`src/rtl/fcr_map.svh`:
```
`ifndef FCR_MAP_SVH
`define FCR_MAP_SVH
// ==========================================================
// Command opcodes
`define FCR_OP_WR_FUNC 8'h42
`define FCR_OP_SET_RD_NV 8'h65
`define FCR_OP_SET_RD_V_A 8'hC0
`define FCR_OP_SET_RD_V_B 8'h63
`define FCR_OP_SET_XRD_NV 8'h85
// ==========================================================
// Function register fields
`define FCR_FN_RST_DIS 0
`define FCR_FN_SIDE 1
`define FCR_FN_PROGRAM_PAUSED_FLAG 2
`define FCR_FN_ERASE_PAUSED_FLAG 3
`define FCR_FN_LOCK_LO 4
`define FCR_FN_OTP_MASK 8'hF3
// ==========================================================
// Read parameter fields
`define FCR_RP_BURST_LO 0
`define FCR_RP_WRAP 2
`define FCR_RP_DUMMY_LO 3
`define FCR_RP_PINSEL 7
`define FCR_RP_RESET 8'h00
`define FCR_BURST_MIN 7'h08
// ==========================================================
// Non-volatile store word addresses
`define FCR_NV_FUNC 2'h0
`define FCR_NV_RD 2'h1
`define FCR_NV_XRD 2'h2
`define FCR_NV_LAST 2'h2
`define FCR_NV_RESET 8'h00
`endif

```
`src/rtl/fcr_pkg.sv`:
```
`default_nettype none
package fcr_pkg;
	// Power-up load sequencer
	typedef enum logic [1:0] {ST_FETCH, ST_TAKE, ST_RUN} fcr_state_e;
	// Function of the shared pause/restart pin
	typedef enum logic [1:0] {PIN_PAUSE, PIN_RESTART, PIN_DATA3} fcr_pin_e;
	// Decoded serial command with its data byte
	typedef struct packed {
		logic valid;
		logic [7:0] opcode;
		logic [7:0] data;
	} fcr_cmd_s;
	// Suspend and resume events of the program/erase engine
	typedef struct packed {
		logic prog_suspend;
		logic prog_resume;
		logic erase_suspend;
		logic erase_resume;
	} fcr_susp_s;
endpackage
`default_nettype wire

```
`src/rtl/fcr_nv_store.sv`:
```
`include "fcr_map.svh"
`default_nettype none
module fcr_nv_store import fcr_pkg::*; (
	input wire logic clock, // System clock
	input wire logic resetn, // Async reset, low
	input wire logic wr_en, // Write strobe
	input wire logic [1:0] wr_addr, // Write word
	input wire logic [7:0] wr_data, // Write byte
	input wire logic [1:0] rd_addr, // Read word
	output var logic [7:0] rd_data // Registered read byte
);
	// ==========================================================
	// Storage
	logic [7:0] mem_q [4];
	logic [7:0] mem_d [4];
	logic [7:0] rd_data_d;

	// Next contents and read data
	always_comb begin
		for (int i = 0; i < 4; i++) begin
			mem_d[i] = mem_q[i];
		end
		if (wr_en) begin
			mem_d[wr_addr] = wr_data;
		end
		rd_data_d = mem_q[rd_addr];
	end

	// Register the array and the read port
	always_ff @(posedge clock or negedge resetn) begin
		if (!resetn) begin
			for (int i = 0; i < 4; i++) begin
				mem_q[i] <= `FCR_NV_RESET;
			end
			rd_data <= `FCR_NV_RESET;
		end else begin
			mem_q <= mem_d;
			rd_data <= rd_data_d;
		end
	end
endmodule // fcr_nv_store
`default_nettype wire

```
`src/rtl/fcr_regs.sv`:
```
`include "fcr_map.svh"
`default_nettype none
module fcr_regs import fcr_pkg::*; (
	input wire logic clock, // System clock, 100 MHz
	input wire logic resetn, // Async reset, low
	input wire fcr_cmd_s cmd, // Decoded register command
	input wire fcr_susp_s susp, // Suspend/resume events
	input wire logic quad_io_enable, // Quad enable from status register
	input wire logic four_wire_command_mode, // Four-wire command mode active
	input wire logic has_dedicated_restart, // Variant strap: dedicated restart pin
	input wire logic restart_disable_default, // Variant strap: default of bit 0
	output logic load_done, // Power-up load finished
	output logic [7:0] function_config, // Function register image
	output logic [7:0] read_parameters, // Volatile read parameters
	output logic [7:0] ext_read_parameters, // Volatile extended parameters
	output logic program_paused_flag, // Program suspended
	output logic erase_paused_flag, // Erase suspended
	output logic protect_side_select, // 0 top, 1 bottom
	output logic [3:0] info_row_lock, // Information row locks
	output logic restart_on_dedicated_pin, // Dedicated restart pin active
	output fcr_pin_e shared_pin_func, // Shared pin function
	output logic guard_pin_is_data_line_two, // Write-guard pin is data line two
	output logic [3:0] dummy_cycles, // Dummy cycle field
	output logic dummy_use_default, // Use command's default dummy count
	output logic wrap_enable_bit, // Wrap within burst
	output logic [6:0] burst_bytes // Burst length in bytes
);
	// ==========================================================
	// Helpers
	function automatic logic [6:0] burst_len(input logic [1:0] sel);
		burst_len = `FCR_BURST_MIN << sel;
	endfunction

	function automatic logic is_op(input fcr_cmd_s c, input logic [7:0] op);
		is_op = c.valid && (c.opcode == op);
	endfunction

	// ==========================================================
	// State
	fcr_state_e st_q, st_d;
	logic [1:0] idx_q, idx_d;
	logic [7:0] otp_q, otp_d;
	logic [7:0] rd_vol_q, rd_vol_d;
	logic [7:0] xrd_vol_q, xrd_vol_d;
	logic program_paused_flag_q, program_paused_flag_d;
	logic erase_paused_flag_q, erase_paused_flag_d;
	logic ded_q, ded_d;
	logic dis_def_q, dis_def_d;
	logic [1:0] strap_s1_q, strap_s2_q; // Strap pins through two flops
	logic nv_wr;
	logic [1:0] nv_wr_addr;
	logic [7:0] nv_wr_data;
	logic [7:0] nv_rd_data;
	logic run;
	logic rst_dis;

	assign run = (st_q == ST_RUN);

	// ==========================================================
	// Persistent copies
	fcr_nv_store u_store (
		.clock(clock),
		.resetn(resetn),
		.wr_en(nv_wr),
		.wr_addr(nv_wr_addr),
		.wr_data(nv_wr_data),
		.rd_addr(idx_q),
		.rd_data(nv_rd_data)
	);

	// ==========================================================
	// Load sequencer and command handling
	always_comb begin
		st_d = st_q;
		idx_d = idx_q;
		otp_d = otp_q;
		rd_vol_d = rd_vol_q;
		xrd_vol_d = xrd_vol_q;
		ded_d = ded_q;
		dis_def_d = dis_def_q;
		nv_wr = 1'b0;
		nv_wr_addr = `FCR_NV_FUNC;
		nv_wr_data = 8'h00;
		case (st_q)
			ST_FETCH: begin
				// Straps taken from the second sync stage only
				ded_d = strap_s2_q[1];
				dis_def_d = strap_s2_q[0];
				st_d = ST_TAKE;
			end
			ST_TAKE: begin
				case (idx_q)
					`FCR_NV_FUNC: otp_d = nv_rd_data & `FCR_FN_OTP_MASK;
					`FCR_NV_RD: rd_vol_d = nv_rd_data;
					default: xrd_vol_d = nv_rd_data;
				endcase
				if (idx_q == `FCR_NV_LAST) begin
					st_d = ST_RUN;
				end else begin
					idx_d = idx_q + 2'h1;
					st_d = ST_FETCH;
				end
			end
			ST_RUN: begin
				if (is_op(cmd, `FCR_OP_WR_FUNC)) begin
					// One-time bits only accumulate ones
					otp_d = otp_q | (cmd.data & `FCR_FN_OTP_MASK);
					nv_wr = 1'b1;
					nv_wr_addr = `FCR_NV_FUNC;
					nv_wr_data = otp_d;
				end else if (is_op(cmd, `FCR_OP_SET_RD_NV)) begin
					nv_wr = 1'b1;
					nv_wr_addr = `FCR_NV_RD;
					nv_wr_data = cmd.data;
				end else if (is_op(cmd, `FCR_OP_SET_RD_V_A) || is_op(cmd, `FCR_OP_SET_RD_V_B)) begin
					rd_vol_d = cmd.data;
				end else if (is_op(cmd, `FCR_OP_SET_XRD_NV)) begin
					nv_wr = 1'b1;
					nv_wr_addr = `FCR_NV_XRD;
					nv_wr_data = cmd.data;
				end
			end
			default: st_d = ST_FETCH;
		endcase
	end

	// Suspend flags: set wins over resume, no command reaches them
	always_comb begin
		program_paused_flag_d = program_paused_flag_q;
		erase_paused_flag_d = erase_paused_flag_q;
		if (susp.prog_resume) program_paused_flag_d = 1'b0;
		if (susp.prog_suspend) program_paused_flag_d = 1'b1;
		if (susp.erase_resume) erase_paused_flag_d = 1'b0;
		if (susp.erase_suspend) erase_paused_flag_d = 1'b1;
	end

	// Register all state; strap pins cross in through two flops
	always_ff @(posedge clock or negedge resetn) begin
		if (!resetn) begin
			st_q <= ST_FETCH;
			idx_q <= `FCR_NV_FUNC;
			otp_q <= `FCR_NV_RESET;
			rd_vol_q <= `FCR_RP_RESET;
			xrd_vol_q <= `FCR_NV_RESET;
			program_paused_flag_q <= 1'b0;
			erase_paused_flag_q <= 1'b0;
			ded_q <= 1'b0;
			dis_def_q <= 1'b0;
			strap_s1_q <= 2'b00;
			strap_s2_q <= 2'b00;
		end else begin
			st_q <= st_d;
			idx_q <= idx_d;
			otp_q <= otp_d;
			rd_vol_q <= rd_vol_d;
			xrd_vol_q <= xrd_vol_d;
			program_paused_flag_q <= program_paused_flag_d;
			erase_paused_flag_q <= erase_paused_flag_d;
			ded_q <= ded_d;
			dis_def_q <= dis_def_d;
			strap_s1_q <= {has_dedicated_restart, restart_disable_default};
			strap_s2_q <= strap_s1_q;
		end
	end

	// ==========================================================
	// Decoded outputs
	assign rst_dis = otp_q[`FCR_FN_RST_DIS] | dis_def_q;
	assign load_done = run;
	assign function_config = {otp_q[7:4], erase_paused_flag_q, program_paused_flag_q, otp_q[`FCR_FN_SIDE], rst_dis};
	assign read_parameters = rd_vol_q;
	assign ext_read_parameters = xrd_vol_q;
	assign program_paused_flag = program_paused_flag_q;
	assign erase_paused_flag = erase_paused_flag_q;
	assign protect_side_select = otp_q[`FCR_FN_SIDE];
	assign info_row_lock = otp_q[`FCR_FN_LOCK_LO +: 4];
	assign restart_on_dedicated_pin = ded_q && !rst_dis;
	assign guard_pin_is_data_line_two = quad_io_enable;
	assign dummy_cycles = rd_vol_q[`FCR_RP_DUMMY_LO +: 4];
	assign dummy_use_default = (dummy_cycles == 4'h0);
	assign wrap_enable_bit = rd_vol_q[`FCR_RP_WRAP];
	assign burst_bytes = burst_len(rd_vol_q[`FCR_RP_BURST_LO +: 2]);

	// Shared pin: data line in quad use, else pause or restart
	always_comb begin
		if (quad_io_enable || four_wire_command_mode) begin
			shared_pin_func = PIN_DATA3;
		end else if (restart_on_dedicated_pin) begin
			shared_pin_func = PIN_PAUSE;
		end else if (rd_vol_q[`FCR_RP_PINSEL]) begin
			shared_pin_func = PIN_RESTART;
		end else begin
			shared_pin_func = PIN_PAUSE;
		end
	end
endmodule // fcr_regs
`default_nettype wire

```
`config.mk`:
```
export PLATFORM = sky130hd
export DESIGN_NAME = fcr_regs
export DESIGN_NICKNAME = d
export VERILOG_FILES = /design/src/rtl/fcr_pkg.sv /design/src/rtl/fcr_nv_store.sv /design/src/rtl/fcr_regs.sv
export VERILOG_INCLUDE_DIRS = /design/src /design/src/rtl
export SDC_FILE = /design/constraint.sdc
export NUM_CORES = 1
export LEC_CHECK = 0
export BUFFER_PORTS_ARGS = -buffer_cell sky130_fd_sc_hd__buf_2
export CELL_PAD_IN_SITES_DETAIL_PLACEMENT = 1
export CELL_PAD_IN_SITES_GLOBAL_PLACEMENT = 1
export CORE_ASPECT_RATIO = 0.6
export CORE_MARGIN = 2
export CORE_UTILIZATION = 35
export CTS_CLUSTER_SIZE = 24
export DETAILED_ROUTE_END_ITERATION = 10
export PLACE_DENSITY = 0.67
export SYNTH_ARGS = -nofsm -noshare
export SYNTH_HDL_FRONTEND = slang
export SYNTH_SLANG_ARGS = --single-unit
```
`constraint.sdc`:
```
create_clock -name clock -period 2.1 [get_ports clock]
set_input_delay 0.42 -clock clock [delete_from_list [all_inputs] [get_ports clock]]
set_output_delay 0.42 -clock clock [all_outputs]
set_load 0.05 [all_outputs]
```
==> run summary <==
The run finished with clean final reports. The capturing element type of the critical path is a flip-flop. The total global routing overflow is 0. During I/O placement, the number of pins put on the boundary was 76. The cell count along the critical path came out at 7.

In this run the clock root is driven by a clkbuf_16. Each instance of the synthesized netlist takes up on average 12.06 µm². The path category of the worst min-delay check is in2async.

The worst slack at placement is -0.009471 ns. The overall die area is ~10000 µm². The most common cell in the synthesized netlist is dfrtp_1.

The worst register-to-register path begins at st_q[0]. The initial antenna violation count is 0. The slowest stage of the critical path is the or4_4 cell. The detail-routed net length per standard cell is around 17 µm. Walking the worst path, the cells encountered are inv_2, ha_4, inv_4, or3_4, or4_4, buf_12, mux2_4. The share of flip-flops with an asynchronous set or reset after synthesis came out at 100.0%. The hold buffer count at CTS came out at 0. The sequential fraction of the synthesis area is between 50% and 60%. The setup violation total in the final timing report came out at 0. The post-layout minimum cycle time is ~2 ns. The fmax came out at between 400 and 500 MHz.

The HPWL after detailed placement came out at 5942 µm. The number of global-route vias before repair is between 2000 and 2500. The first detailed-routing pass took 4 iterations.

Entering global routing, the biggest net connects 75 pins. Counting instances in the post-synthesis netlist gives the leading cell types as dfrtp_1, buf_4, mux2_2. The number of instances in the synthesized netlist is 279. The number of antenna-violating nets in the routed design is 0.

The worst register-to-register path has a setup slack of approximately 0.06 ns. The first global-routing pass estimated between 10000 and 15000 µm of wire. In this run the power density over the cells is between 800 and 900 nW/µm². The core area is between 9000 and 10000 µm². The number of clock buffers added by TritonCTS is 9. Clock-pin slew was measured on the worst setup and hold paths at ~0.06 ns.

In this run the core area contains 27 standard-cell rows. The repair_antennas step left the layout with diodes totalling 0. The top cell type by area accounts for around 55% of the synthesized area. The fill cell instance count of the final layout is about 1000.

The number of violations reported at the end of detailed-routing iteration 0 came out at between 90 and 100. The floorplan step set the die height to roughly 80 µm. In this run the critical register-to-register path is captured at u_store.mem_q[13]. The sink count of the clock tree came out at between 70 and 80. The number of buffers and inverters on the critical path came out at 3. Summed over all instances, the cell type with the most area after synthesis is dfrtp_1. The initial cell density of the core came out at a little over a third.

The worst path uses between 90% and 100% of the clock period. Yosys mapped a number of flops with a built-in enable equal to 0. After synthesis, the netlist uses 40 different library cells. The total vias in the final route came out at 2302.

For this run, the slowest stage of the critical path takes approximately 0.44 ns. The smallest setup slack after layout is 0.05998 ns. The x dimension of the die is 130.6 µm. After detailed routing, the number of remaining DRC violations is 0. The Yosys warning count is 0. The number of max-capacitance violations reported came out at 0. The final layout net count is about 380. The data arrival at the endpoint of the critical path came out at between 2 and 2.5 ns. The class of the most critical setup path is reg2reg. The clock reaches the later pin of the worst-skew pair after roughly 0.34 ns. For the worst setup path, the data required time is 2.32 ns. The synthesized design contains 74 register bits. The design draws ~3600 µW. On the final layout, the worst clock skew is ~0.0063 ns. The number of cells in the finished layout apart from fillers is approximately 480. For this run, the leading register cell type out of synthesis is dfrtp_1.

Among cell families on the critical path, the largest total delay comes from simple AND/OR/NAND/NOR gates. TritonCTS built the clock tree. Setup repair after global routing left no endpoint under its margin. The share of cells above drive strength 1 came out at 43.06%.

The number of buffers between clock root and the deepest sink is 2. The total count of hold-check failures in the final report came out at 0. The total wire length came out at just over 8000 µm. Global routing consumed, over all layers together, 17.30% of the routing resources.

In the post-synthesis netlist, the biggest area contributors are dfrtp_1, mux2_2, mux4_2, buf_4, mux2_1. The number of buffers inserted by port buffering is approximately 70. The maximum ir drop on the vdd rail is 459.5 µV. The standard cell area after detailed placement came out at approximately 3800 µm². Summed over all cells, the static leakage comes to roughly 0.0021 µW. STA classifies the critical path startpoint as a flip-flop. The growth of design area from synthesis to finish is 24.94%. The final sum of negative setup slack came out at 0 ns. After detailed routing, the number of vias per cell comes to about 4.8. The number of max-slew violations in the final report was 0. The number of cells in the design after placement is about 460.

The total number of H-tree levels is 3. The summed instance area of the synthesized netlist is 3366 µm². The routability congestion estimate from global placement came out at approximately 0.75. The post-route cell area is 4205 µm². The maximum fanout along the worst path is 8. Measured in cells, the most critical reg-to-reg path has a length of 7.
per-stage QoR:
step	utilization [%]	hold slack, ns
after floorplan	-	0.1244
after global placement	41.36	0.3350
after detailed placement	41.36	0.3379
after CTS	45.03	0.1190
after global routing	45.43	0.1206
final	45.43	0.08881
how the worst max path moves through the flow:
stage / endpoint / slack (ns) / from
after floorplan: u_store.mem_q[10] / -0.04 / st_q[0]
final: u_store.mem_q[13] / 0.06 / st_q[0]
after global routing: u_store.mem_q[11] / 0.006 / st_q[0]
after CTS: u_store.mem_q[10] / 0.01 / st_q[0]
after global placement: u_store.mem_q[10] / 0.03 / st_q[0]
after detailed placement: u_store.mem_q[10] / -0.009 / st_q[0]
power by group:
group	internal [µW]	total, µW	leakage, µW	switching (µW)
combinational	107	391	0.000998	284
clock	1070	1670	0.000155	601
sequential	1480	1530	0.000994	47.7
registers in the layout (all words and copies together) (netlist names), 2 cells and up:
register / count
read_parameters: 8
ext_read_parameters: 8
st_q: 2
strap_s1_q: 2
u_store.rd_data: 8
otp_q: 6
strap_s2_q: 2
idx_q: 2
u_store.mem_q: 32
repair_timing:
item,4_1_cts,5_1_grt
pin swaps,0,0
buffers inserted,1,2
setup endpoints to repair,8,8
resized for setup,1,6
gates cloned,0,0
cell families after synthesis:
logic type,Yosys count,synth area share [%]
fa+ha+maj,7,2.602
simple gates,81,13.64
other cells,1,0.1114
xor+xnor,1,0.2603
mux,41,16.17
flops,74,55.02
compound gates,21,3.866
buf+inv,53,8.327
routing by layer:
| metal | global-route usage [%] | share of wire [%] | vias to the layer above |
|---|---|---|---|
| li1 | - | - | 1060 |
| met4 | 4.787 | 1.1 | 0 |
| met2 | 25.10 | 43 | 57 |
| met1 | 24.76 | 49 | 1176 |
| met3 | 5.630 | 6.4 | 9 |
| met5 | 0 | 0 | - |
cell type report:
type	instances	area, µm²	area share [%]
clock buffers	10	239.0	5.683
clock inverters	6	88.84	2.112
inverters	15	58.81	1.398
multi-input cells	154	1306	31.06
flip-flops and latches	74	1852	44.03
well taps	130	162.7	3.868
repair buffers	87	498.0	11.84
layout by cell type (no fill, tap or decap), drive strengths merged, types with 2 or more instances in the layout:
cell type  Yosys  routed
buf           23      87
o21ai          9       9
clkbuf        15      10
nand2b         4       4
mux4           8       8
a21o           2       2
nor2b          4       4
conb           1       3
nand4          8       8
dfrtp         74      74
ha             7       7
inv           14      16
nand3b         7       7
nor2          15      15
a21oi          6       6
mux2i          6       6
nand4b         2       2
or2            2       2
or4b           2       2
mux2          27      27
nand3         17      17
clkinvlp       0       2
bufinv         0       2
nor4           2       2
nand2         11      11
No activity file was read; power rests on OpenSTA's default activity.
